==> src/crtra_pkg.sv <==
// Constants, types and register map for the refresh memory access block.
// Assumes a single 10 MHz clock and an AHB-Lite master in front of it.
package crtra_pkg;

    // ========================================================
    // Register offsets (byte addresses, one word each)
    localparam logic [7:0] CRTRA_OFF_STATUS  = 8'h00; // Status
    localparam logic [7:0] CRTRA_OFF_MODE    = 8'h20; // Mode control
    localparam logic [7:0] CRTRA_OFF_UPD_HI  = 8'h48; // Update addr high
    localparam logic [7:0] CRTRA_OFF_UPD_LO  = 8'h4c; // Update addr low
    localparam logic [7:0] CRTRA_OFF_DUMMY   = 8'h7c; // Dummy location

    // ========================================================
    // Field positions
    localparam int CRTRA_MODE_TRANSP_BIT  = 3; // Transparent addressing
    localparam int CRTRA_MODE_DE_SKEW_BIT = 4; // Display enable delay
    localparam int CRTRA_MODE_CUR_SKEW_BIT = 5; // Cursor delay
    localparam int CRTRA_MODE_BLANK_BIT   = 6; // Blanking-only updates
    localparam int CRTRA_STAT_VRET_BIT    = 5; // Vertical retrace
    localparam int CRTRA_STAT_READY_BIT   = 7; // Update ready

    // ========================================================
    // Reset values
    localparam logic [7:0]  CRTRA_MODE_RST = 8'h00;
    localparam logic [13:0] CRTRA_UPD_RST  = 14'h0000;
    localparam logic [13:0] CRTRA_REF_RST  = 14'h0000;

    // ========================================================
    // Timing: character clock period, rounded up to whole cycles
    localparam int CRTRA_CLK_PERIOD_NS  = 100;
    localparam int CRTRA_CHCLK_PERIOD_NS = 400;
    localparam int CRTRA_CHCLK_CYCLES    =
        (CRTRA_CHCLK_PERIOD_NS + CRTRA_CLK_PERIOD_NS - 1)
        / CRTRA_CLK_PERIOD_NS;
    localparam logic [1:0] CRTRA_CHCLK_LAST =
        2'(CRTRA_CHCLK_CYCLES - 1);

    // ========================================================
    // Types
    typedef struct packed {
        logic        hsel;    // Slave select
        logic [31:0] haddr;   // Byte address
        logic [1:0]  htrans;  // Transfer type
        logic        hwrite;  // Write when high
        logic [2:0]  hsize;   // Transfer size
        logic [31:0] hwdata;  // Write data (data phase)
        logic        hready;  // Bus ready
    } crtra_ahb_req_type;

    typedef struct packed {
        logic hblank;         // Horizontal blanking
        logic vblank;         // Vertical blanking
        logic display_enable; // Raw display enable
        logic cursor;         // Raw cursor
        logic frame_start;    // Reload refresh counter
        logic phase2;         // Second bus phase
    } crtra_video_type;

    typedef enum logic [2:0] {
        CRTRA_UPD_IDLE   = 3'b001,  // No update pending
        CRTRA_UPD_WAIT   = 3'b010,  // Waiting for blanking
        CRTRA_UPD_STROBE = 3'b100   // Update address on the lines
    } crtra_upd_state_type;

endpackage

==> src/crtra_top.sv <==
// Refresh memory address arbitration, update strobe and skew logic.
// Assumes video timing inputs synchronous to mclk_i and a single
// AHB-Lite master that issues whole-word single transfers.
`timescale 1ns/10ps
`default_nettype none

module crtra_top (
    // Clock and reset
    input  wire  logic                       mclk_i,
    input  wire  logic                       rst_b_i,
    // AHB-Lite slave
    input  wire  crtra_pkg::crtra_ahb_req_type ahb_i,
    output logic [31:0]                      hrdata_o,
    output logic                             hreadyout_o,
    output logic                             hresp_o,
    // Video timing
    input  wire  crtra_pkg::crtra_video_type video_i,
    // Memory side
    output logic [13:0]                      refresh_address_lines_o,
    output logic                             update_strobe_o,
    output logic                             display_enable_o,
    output logic                             cursor_o,
    output logic                             character_clock_o
);
    import crtra_pkg::*;

    // ========================================================
    // Address decode helper
    function automatic logic hit(input logic [31:0] a,
                                 input logic [7:0] off);
        hit = (a[31:8] == 24'h000000) && (a[7:0] == off);
    endfunction

    // ========================================================
    // Declarations
    logic [1:0]  chclk_cnt_r;      // Character clock divider
    logic [1:0]  chclk_cnt_nxt;
    logic        chclk_tick;       // One-cycle character enable
    logic [13:0] ref_cnt_r;        // Refresh character counter
    logic [13:0] ref_cnt_nxt;
    logic [7:0]  mode_r;           // Mode control register
    logic [13:0] upd_addr_r;       // Update address register
    logic [13:0] upd_addr_nxt;
    logic        ready_r;          // Update ready flag
    logic        ready_nxt;
    crtra_upd_state_type state_r;  // Blanking update sequencer
    crtra_upd_state_type state_nxt;
    logic [13:0] lines_r;          // Registered address lines
    logic [13:0] lines_nxt;
    logic        strobe_r;         // Registered update strobe
    logic        strobe_nxt;
    logic [1:0]  skew_d_r;         // One-character delayed copies
    logic [1:0]  skew_o_r;         // Output flops, DE and cursor
    logic [1:0]  skew_raw;         // Raw DE and cursor
    logic [1:0]  skew_sel;         // Delay selects from mode bits
    logic        wr_pend_r;        // Write data phase pending
    logic [7:0]  wr_off_r;         // Offset of pending write
    logic [31:0] hrdata_r;         // Read data flop
    logic [31:0] rd_val;           // Read mux
    logic [31:0] stat_word;        // Status register image
    logic        acc;              // Address phase accepted
    logic        dummy_acc;        // Dummy location touched
    logic        transp;           // Transparent addressing
    logic        blank_mode;       // Blanking-only variant
    logic        blanking;         // Any blanking interval
    logic        wr_hi;            // Software writes high byte
    logic        wr_lo;            // Software writes low byte
    logic        upd_done;         // Blanking update finished
    logic        inc_now;          // Interleaved update increment

    // ========================================================
    // Bus decode (single cycle, always ready, always OKAY)
    assign hreadyout_o = 1'b1;
    assign hresp_o     = 1'b0;
    assign hrdata_o    = hrdata_r;
    assign acc       = ahb_i.hsel & ahb_i.htrans[1] & ahb_i.hready;
    // A read or a write of the dummy location both count as an update
    assign dummy_acc = acc & hit(ahb_i.haddr, CRTRA_OFF_DUMMY);
    assign wr_hi     = wr_pend_r & (wr_off_r == CRTRA_OFF_UPD_HI);
    assign wr_lo     = wr_pend_r & (wr_off_r == CRTRA_OFF_UPD_LO);

    // Read mux; unmapped offsets and the dummy location read zero
    assign stat_word =
        (32'(ready_r) << CRTRA_STAT_READY_BIT) |
        (32'(video_i.vblank) << CRTRA_STAT_VRET_BIT);
    assign rd_val =
        hit(ahb_i.haddr, CRTRA_OFF_STATUS) ? stat_word :
        hit(ahb_i.haddr, CRTRA_OFF_MODE)   ? {24'h000000, mode_r} :
        hit(ahb_i.haddr, CRTRA_OFF_UPD_HI) ?
            {26'h0000000, upd_addr_r[13:8]} :
        hit(ahb_i.haddr, CRTRA_OFF_UPD_LO) ?
            {24'h000000, upd_addr_r[7:0]} : 32'h00000000;

    // ========================================================
    // Mode decode
    assign transp     = mode_r[CRTRA_MODE_TRANSP_BIT];
    assign blank_mode = mode_r[CRTRA_MODE_BLANK_BIT];
    assign blanking   = video_i.hblank | video_i.vblank;

    // ========================================================
    // Character clock enable from the divider
    assign chclk_tick    = (chclk_cnt_r == CRTRA_CHCLK_LAST);
    assign chclk_cnt_nxt = chclk_tick ? 2'h0 : chclk_cnt_r + 2'h1;
    assign character_clock_o = chclk_tick;

    // Refresh counter runs through blanking too, for dynamic memory
    assign ref_cnt_nxt = video_i.frame_start ? CRTRA_REF_RST :
                         chclk_tick ? ref_cnt_r + 14'h0001 : ref_cnt_r;

    // Divider and refresh counter
    always_ff @(posedge mclk_i) begin
        if (!rst_b_i) begin
            chclk_cnt_r <= 2'h0;
            ref_cnt_r   <= CRTRA_REF_RST;
        end else begin
            chclk_cnt_r <= chclk_cnt_nxt;
            ref_cnt_r   <= ref_cnt_nxt;
        end
    end

    // ========================================================
    // Blanking update sequencer
    // A dummy access in transparent blanking mode arms it; the update address goes out for one
    // whole character period once blanking is seen on a tick.
    always_comb begin
        state_nxt = state_r;
        case (state_r)
            CRTRA_UPD_IDLE: begin
                if (dummy_acc && transp && blank_mode) begin
                    state_nxt = CRTRA_UPD_WAIT;
                end
            end
            CRTRA_UPD_WAIT: begin
                // Never outside blanking, so the picture stays clean
                if (chclk_tick && blanking) begin
                    state_nxt = CRTRA_UPD_STROBE;
                end
            end
            CRTRA_UPD_STROBE: begin
                if (chclk_tick) begin
                    state_nxt = CRTRA_UPD_IDLE;
                end
            end
            default: begin
                state_nxt = CRTRA_UPD_IDLE;
            end
        endcase
    end

    assign upd_done = (state_r == CRTRA_UPD_STROBE) & chclk_tick;
    // Interleaved mode: update happens every phase two, so count now
    assign inc_now  = dummy_acc & transp & ~blank_mode;

    // ========================================================
    // Update address and ready flag
    // High byte of the update address keeps only its six live bits
    function automatic logic [5:0] wr_off_hi_data(input logic [31:0] d);
        wr_off_hi_data = d[5:0];
    endfunction

    // Software writes win over the increment: a reload is deliberate.
    always_comb begin
        upd_addr_nxt = upd_addr_r;
        if (upd_done || inc_now) begin
            upd_addr_nxt = upd_addr_r + 14'h0001;
        end
        if (wr_hi) begin
            upd_addr_nxt[13:8] = wr_off_hi_data(ahb_i.hwdata);
        end
        if (wr_lo) begin
            upd_addr_nxt[7:0] = ahb_i.hwdata[7:0];
        end
    end

    // Ready falls when an update is armed; completion sets it, and a
    // completion in the same cycle as a clear wins.
    assign ready_nxt = (upd_done | inc_now) ? 1'b1 :
                       (dummy_acc & transp & blank_mode) ? 1'b0 :
                       ready_r;

    // ========================================================
    // Address line selection
    // Shared: counter only. Transparent: update address in phase two (interleaved only) or during the strobe, else counter.
    assign strobe_nxt = transp & blank_mode &
                        (state_r == CRTRA_UPD_STROBE);
    always_comb begin
        lines_nxt = ref_cnt_r;
        if (transp) begin
            if (!blank_mode && video_i.phase2) begin
                lines_nxt = upd_addr_r;
            end else if (strobe_nxt) begin
                lines_nxt = upd_addr_r;
            end
        end
    end

    // ========================================================
    // Skew: display enable and cursor each delayed one character when its mode bit is set
    assign skew_raw = {video_i.cursor, video_i.display_enable};
    assign skew_sel = {mode_r[CRTRA_MODE_CUR_SKEW_BIT],
                       mode_r[CRTRA_MODE_DE_SKEW_BIT]};
    generate
        for (genvar g = 0; g < 2; g++) begin : g_skew
            always_ff @(posedge mclk_i) begin
                if (!rst_b_i) begin
                    skew_d_r[g] <= 1'b0;
                    skew_o_r[g] <= 1'b0;
                end else begin
                    if (chclk_tick) begin
                        skew_d_r[g] <= skew_raw[g];
                    end
                    // Delayed copy keeps slow memories in step
                    skew_o_r[g] <= skew_sel[g] ? skew_d_r[g] :
                                   skew_raw[g];
                end
            end
        end
    endgenerate
    assign display_enable_o = skew_o_r[0];
    assign cursor_o         = skew_o_r[1];

    // ========================================================
    // Register state
    always_ff @(posedge mclk_i) begin
        if (!rst_b_i) begin
            mode_r     <= CRTRA_MODE_RST;
            upd_addr_r <= CRTRA_UPD_RST;
            ready_r    <= 1'b0;
            state_r    <= CRTRA_UPD_IDLE;
            lines_r    <= CRTRA_REF_RST;
            strobe_r   <= 1'b0;
            wr_pend_r  <= 1'b0;
            wr_off_r   <= 8'h00;
            hrdata_r   <= 32'h00000000;
        end else begin
            state_r    <= state_nxt;
            upd_addr_r <= upd_addr_nxt;
            ready_r    <= ready_nxt;
            lines_r    <= lines_nxt;
            strobe_r   <= strobe_nxt;
            wr_pend_r  <= acc & ahb_i.hwrite;
            wr_off_r   <= (ahb_i.haddr[31:8] == 24'h000000) ?
                          ahb_i.haddr[7:0] : 8'hff;
            // Read data is caught at the address phase edge
            if (acc && !ahb_i.hwrite) begin
                hrdata_r <= rd_val;
            end
            if (wr_pend_r && wr_off_r == CRTRA_OFF_MODE) begin
                mode_r <= ahb_i.hwdata[7:0];
            end
        end
    end
    assign refresh_address_lines_o = lines_r;
    assign update_strobe_o         = strobe_r;
endmodule

`default_nettype wire

==> config.mk <==
export PLATFORM = sky130hd
export DESIGN_NAME = crtra_top
export DESIGN_NICKNAME = d
export VERILOG_FILES = /design/src/crtra_pkg.sv /design/src/crtra_top.sv
export SDC_FILE = /design/constraint.sdc
export NUM_CORES = 1
export LEC_CHECK = 0
export BUFFER_PORTS_ARGS = -buffer_cell sky130_fd_sc_hd__buf_2
export CAP_MARGIN = 0
export CELL_PAD_IN_SITES_DETAIL_PLACEMENT = 0
export CELL_PAD_IN_SITES_GLOBAL_PLACEMENT = 1
export CORE_MARGIN = 3
export CORE_UTILIZATION = 39
export CTS_CLUSTER_DIAMETER = 150
export DETAILED_ROUTE_END_ITERATION = 6
export GPL_TIMING_DRIVEN = 0
export PLACE_DENSITY_LB_ADDON = 0.25
export SYNTH_ARGS = -nofsm -noshare
export SYNTH_HDL_FRONTEND = slang
export SYNTH_SLANG_ARGS = --single-unit
export TNS_END_PERCENT = 1
==> constraint.sdc <==
create_clock -name mclk_i -period 5.6 [get_ports mclk_i]
set_input_delay 1.12 -clock mclk_i [delete_from_list [all_inputs] [get_ports mclk_i]]
set_output_delay 1.12 -clock mclk_i [all_outputs]
set_load 0.03 [all_outputs]
# Word level (Yosys, flattened, before mapping)

Index checks and enable logic that the tools add are counted.

$add $sub $neg: 3
Equality and inequality tests: 14
Mux-type cells: 19
Bitwise logic cells: 17
Reductions and logical operators: 22

Operators with widths:

| kind                                                             | count |
|---|---|
| 14-bit 2-to-1 mux                                                | 4 |
| 8-bit 2-to-1 mux                                                 | 6 |
| 8-bit by 7-bit == test with 1-bit output (second input constant) | 5 |
| 14-bit by 1-bit adder with 14-bit output (second input constant) | 2 |
| 24-bit zero test                                                 | 1 |
| 8-bit by 6-bit == test with 1-bit output (second input constant) | 2 |
| 1-bit AND                                                        | 12 |
| 1-bit logical AND                                                | 11 |
| 3-bit 2-to-1 mux                                                 | 3 |
| 3-bit case mux with 3 select lines                               | 1 |
| 8-bit zero test                                                  | 1 |
| 8-bit by 6-bit bitwise OR with 8-bit output                      | 1 |
| 6-bit 2-to-1 mux                                                 | 1 |
| 2-bit != test (second input constant)                            | 3 |
| 2-bit nonzero test                                               | 3 |
| 1-bit 2-to-1 mux                                                 | 4 |
| 2-bit OR reduction                                               | 2 |
| 3-bit by 1-bit == test with 1-bit output (second input constant) | 1 |
| 3-bit by 2-bit == test with 1-bit output (second input constant) | 1 |
| 3-bit == test (second input constant)                            | 1 |
| 3-bit AND reduction                                              | 1 |
| 2-bit by 1-bit adder with 2-bit output (second input constant)   | 1 |
| 2-bit == test (second input constant)                            | 1 |
| 1-bit zero test                                                  | 2 |
| other kinds (3)                                                  | 5 |

Register bits: 102
Bits of input ports: 80
Output and inout bits: 52
Logic and storage cells: 91

# Depth between registers and ports, before layout

Depth after elaboration: 8
Depth in mapped cells: 7
Depth with buffers taken out: 6

# Worst setup path after synthesis

No wires, ideal clock.

Path type: input-to-reg
Start point: input ahb_i[40] (netlist name)
End point: register upd_addr_r[0]
Library setup time: 134 ps
Data arrival time: 2904 ps
Required time: 5466 ps
Path slack: 2562 ps
Stages on the path: 6
Path through: or3_4 -> or4_4 -> or4_4 -> and3_1 -> o21ai_1 -> a21oi_1

Longest elaborated chain between the ends: 7

Ends and longest elaborated chain:

| item                                     | RTL line         | text |
|---|---|---|
| from (decl)                              | crtra_top.sv:12  | `input wire crtra_pkg::crtra_ahb_req_type ahb_i,` |
| 8-bit by 7-bit == test with 1-bit output | crtra_top.sv:31  | `hit = (a[31:8] == 24'h000000) && (a[7:0] == off);` |
| 1-bit logical AND                        | crtra_top.sv:31  |  |
| 1-bit AND                                | crtra_top.sv:78  | `assign dummy_acc = acc & hit(ahb_i.haddr, CRTRA_OFF_DUMMY);` |
| 1-bit AND (2 in series)                  | crtra_top.sv:152 | `assign inc_now = dummy_acc & transp & ~blank_mode;` |
| 1-bit logical OR                         | crtra_top.sv:164 | `if (upd_done \|\| inc_now) begin` |
| 2-bit nonzero test (no source line)      | -                |  |
| to (signal assigned)                     | crtra_top.sv:237 | `upd_addr_r <= upd_addr_nxt;` |
| to (decl)                                | crtra_top.sv:42  | `logic [13:0] upd_addr_r;` |

Every way passes these cells.
A chain may end at the register's enable or synchronous reset.

# Worst setup path after layout

Start point: input ahb_i[66] (netlist name)
End point: register state_r[0]

Longest elaborated chain between the ends: 7

Ends and longest elaborated chain:

| item                                 | RTL line         | text |
|---|---|---|
| 24-bit zero test                     | crtra_top.sv:31  |  |
| 1-bit logical AND                    | crtra_top.sv:31  |  |
| 1-bit AND                            | crtra_top.sv:78  |  |
| 1-bit logical AND (2 in series)      | crtra_top.sv:129 | `if (dummy_acc && transp && blank_mode) begin` |
| 2-bit != test (no source line)       | -                |  |
| 3-bit AND reduction (no source line) | -                |  |
| to (signal assigned)                 | crtra_top.sv:236 | `state_r <= state_nxt;` |
| to (decl)                            | crtra_top.sv:46  | `crtra_upd_state_type state_r;` |

Every way passes these cells.

==> results_dict.tcl <==
set metrics [dict create \
    final_util_pct 50.53 \
    hold_class "reg2reg" \
    numPortBuffers 77 \
    synth-xor-area-share_pct 5.484 \
    status "completed" \
    power_density_mw_per_mm2 256.5 \
    worstPathArrival_ns 3.24 \
    gr-total-overflow 0 \
    routed_wl_um 9779 \
    ant_nets 0 \
    grt_max_degree 13 \
    fin_crit_sh_pct 54.13 \
    relSlewSlack_pct 29.33 \
    yosysSeqAreaShare_pct 42.51 \
    cts_tree "built" \
    layout_common_cells "78 x buf_2, 78 x dfxtp_1, 70 x nor2_1" \
    finalCriticalPeriod_ns 3.031 \
    path_class "in2reg" \
    dp_hpwl_um 7545 \
    gp_congestion 0.8676 \
    clockBufferDepth 2 \
    cts_made_buffers 9 \
    tns_ns 0 \
    hp-start "chclk_cnt_r[0]" \
    startpoint "ahb_i[66]" \
    final_nets 607 \
    slew_viol_final 0 \
    cts-root-buf "clkbuf_8" \
    max_freq_mhz 329.9 \
    core-area_mm2 0.008934 \
    track_usage_pct 19.05 \
    setup_viol 0 \
    h-tree-depth 3 \
    vias_per_cell 5.132 \
    num_antenna_cells 0 \
    rows 34 \
    ctsResizeCount 0 \
    synthMuxAreaShare_pct 7.936 \
    synth_flop_cell "dfxtp_1" \
    layout-drive-gt1-share_pct 24.57 \
    synth_top_family_by_area "simple AND/OR/NAND/NOR gates" \
    synthAdderAreaFrac_pct 1.022 \
    grt_pass1_vias 3135 \
    wl_per_cell_um 15.35 \
    synth-seq-cells 78 \
    slowest_delay_ns 0.57 \
    synthTopCellsByArea "dfxtp_1 43%, mux2i_1 7.6%, nor2_1 7.2%" \
    detail_route.first_pass.iterations 4 \
    finalNonFillerCells 637 \
    crit_path_end_kind "register" \
    clk_pin_slew_ns 0.08 \
    synth_top_area_share_pct 42.51 \
    p_leak_nw 2.039 \
    synth_compound_area_share_pct 13.15 \
    die_width_um 103.1 \
    ios 132 \
    cts_setup_buffers 0 \
    grt_antenna_before_repair 0 \
    drt-initial-drc-count 189 \
    cp_max_fo 10 \
    yosysTopAreaCell "dfxtp_1" \
    drcViolationCount 0 \
    path_delay_family "simple AND/OR/NAND/NOR gates" \
    die_area_mm2 0.01062 \
    grt_pass1_wl_um 15400 \
    yosysWarnings 0 \
    reg2reg_from "mode_r[6]" \
    avgSynthCellArea_um2 8.916 \
    via_count 3269 \
    cp_cell_sequence "buf_2 -> nor4_1 -> nand4_1 -> or2_1 -> clkbuf_1 -> or4_1 -> a21oi_1 -> o21ai_1" \
    worst_slew_pin_slew_ns 1.050 \
    synth_cell_types 53 \
    synth-simple-area-share_pct 22.72 \
    initial_core_util_pct 41.12 \
    netlist_area_mm2 0.003674 \
    skew_ns 0.007256 \
    syn_inst 412 \
    hold_violations 0 \
    synth_edf_count 0 \
    place_inst 621 \
    clock_latency_ns 0.35 \
    num-fill-cells 875 \
    fp.dieH_um 103.1 \
    irDropWorstVdd_v 0.0001192 \
    rsz0062_at_grt "false" \
    clock_sinks 78 \
    hold_buffers 0 \
    start_kind "input pin" \
    area_growth_pct 22.89 \
    cpMaxStageDelayCell "or4_1" \
    synth-async-reset-ratio_pct 0 \
    path_buf_inv 2 \
    maxCapViolations 0 \
    critPathRequiredTime_ns 5.81 \
]
## state kept, by name, indices dropped and copies added (netlist names)
signal	count
chclk_cnt_r	2
cursor_o	1
display_enable_o	1
hrdata_o	8
mode_r	8
ready_r	1
ref_cnt_r	14
refresh_address_lines_o	14
skew_d_r	2
state_r	3
upd_addr_r	14
update_strobe_o	1
wr_off_r	8
wr_pend_r	1
## routing by layer
metal | GRT usage [%] | vias up | part of all wire (%)
met5 | 0 | - | 0
met4 | 7.968 | 0 | 2.2
met3 | 3.654 | 17 | 6.7
met2 | 29.80 | 119 | 44
met1 | 25.75 | 1505 | 47
li1 | - | 1628 | -
## synth_stat cells (2+ instances only)
master,n
and2_1,2
ha_1,3
a21oi_1,27
xnor2_1,3
or4_4,2
nand3_1,12
o21ai_1,5
and3_1,4
o211ai_1,4
clkbuf_1,10
and4_1,3
mux2i_1,28
a21o_1,3
o21ai_0,13
buf_1,3
nor2_1,70
xor2_1,20
a32o_1,4
dfxtp_1,78
nor2b_1,3
conb_1,2
o2111ai_1,4
a32oi_1,2
buf_4,26
nand4_1,5
o2bb2ai_1,2
nor3b_1,6
or3_1,3
or2_2,3
nor3_1,7
nand2_1,19
nand2b_1,4
o31ai_1,4
nor4_1,9
## where the power goes
group	leakage, nW	switching (mW)	internal [mW]
logic	1.29	0.0625	0.0364
registers	0.632	0.00312	0.561
clock network	0.115	0.199	0.296
## final timing paths
kind,to,slack (ns),cells after the start
setup reg to reg,refresh_address_lines_o[10],3.19,6
hold / removal,chclk_cnt_r[0],0.44,1
hold reg to reg,chclk_cnt_r[0],0.44,1
setup / recovery,state_r[0],2.57,8
## worst register-to-register path: stages (launching register included)
cell      delay (ns)
dfxtp_1         0.31
clkbuf_1        0.36
mux2_2          0.40
nand2_1         0.26
buf_1           0.60
mux2i_1         0.30
nor2_1          0.06
## cells by family (layout without fill, tap and decap cells)
group | Yosys count | count (layout)
xor+xnor | 23 | 23
simple gates | 161 | 161
fa+ha+maj | 3 | 3
buf+inv | 42 | 135
flops | 78 | 78
other cells | 2 | 26
mux | 29 | 29
compound gates | 74 | 74
## through the flow
| step | setup WS (ns) | total power [mW] | cell area, um^2 | hold slack [ns] |
|---|---|---|---|---|
| finish | 2.569 | 1.158 | 4514 | 0.4402 |
| global route | 2.416 | 1.201 | 4514 | 0.4702 |
| CTS | 2.578 | 1.167 | 4514 | 0.4446 |
| detailed placement | 2.260 | 0.6751 | 4284 | 0.4328 |
| global placement | 2.267 | 0.6739 | 4284 | 0.4163 |
| floorplan | 2.562 | 0.6404 | 3764 | 0.4043 |
## cell type report
| class | instances | area, um^2 | area share, % |
|---|---|---|---|
| Clock buffer | 12 | 135.1 | 2.993 |
| Inverter | 2 | 7.507 | 0.1663 |
| Multi-Input combinational cell | 316 | 1946 | 43.10 |
| Timing Repair Buffer | 77 | 385.4 | 8.537 |
| Tap cell | 108 | 135.1 | 2.993 |
| Clock inverter | 4 | 95.09 | 2.106 |
| Buffer | 40 | 249.0 | 5.516 |
| Sequential cell | 78 | 1562 | 34.59 |
(Power assumes the default switching activity.)
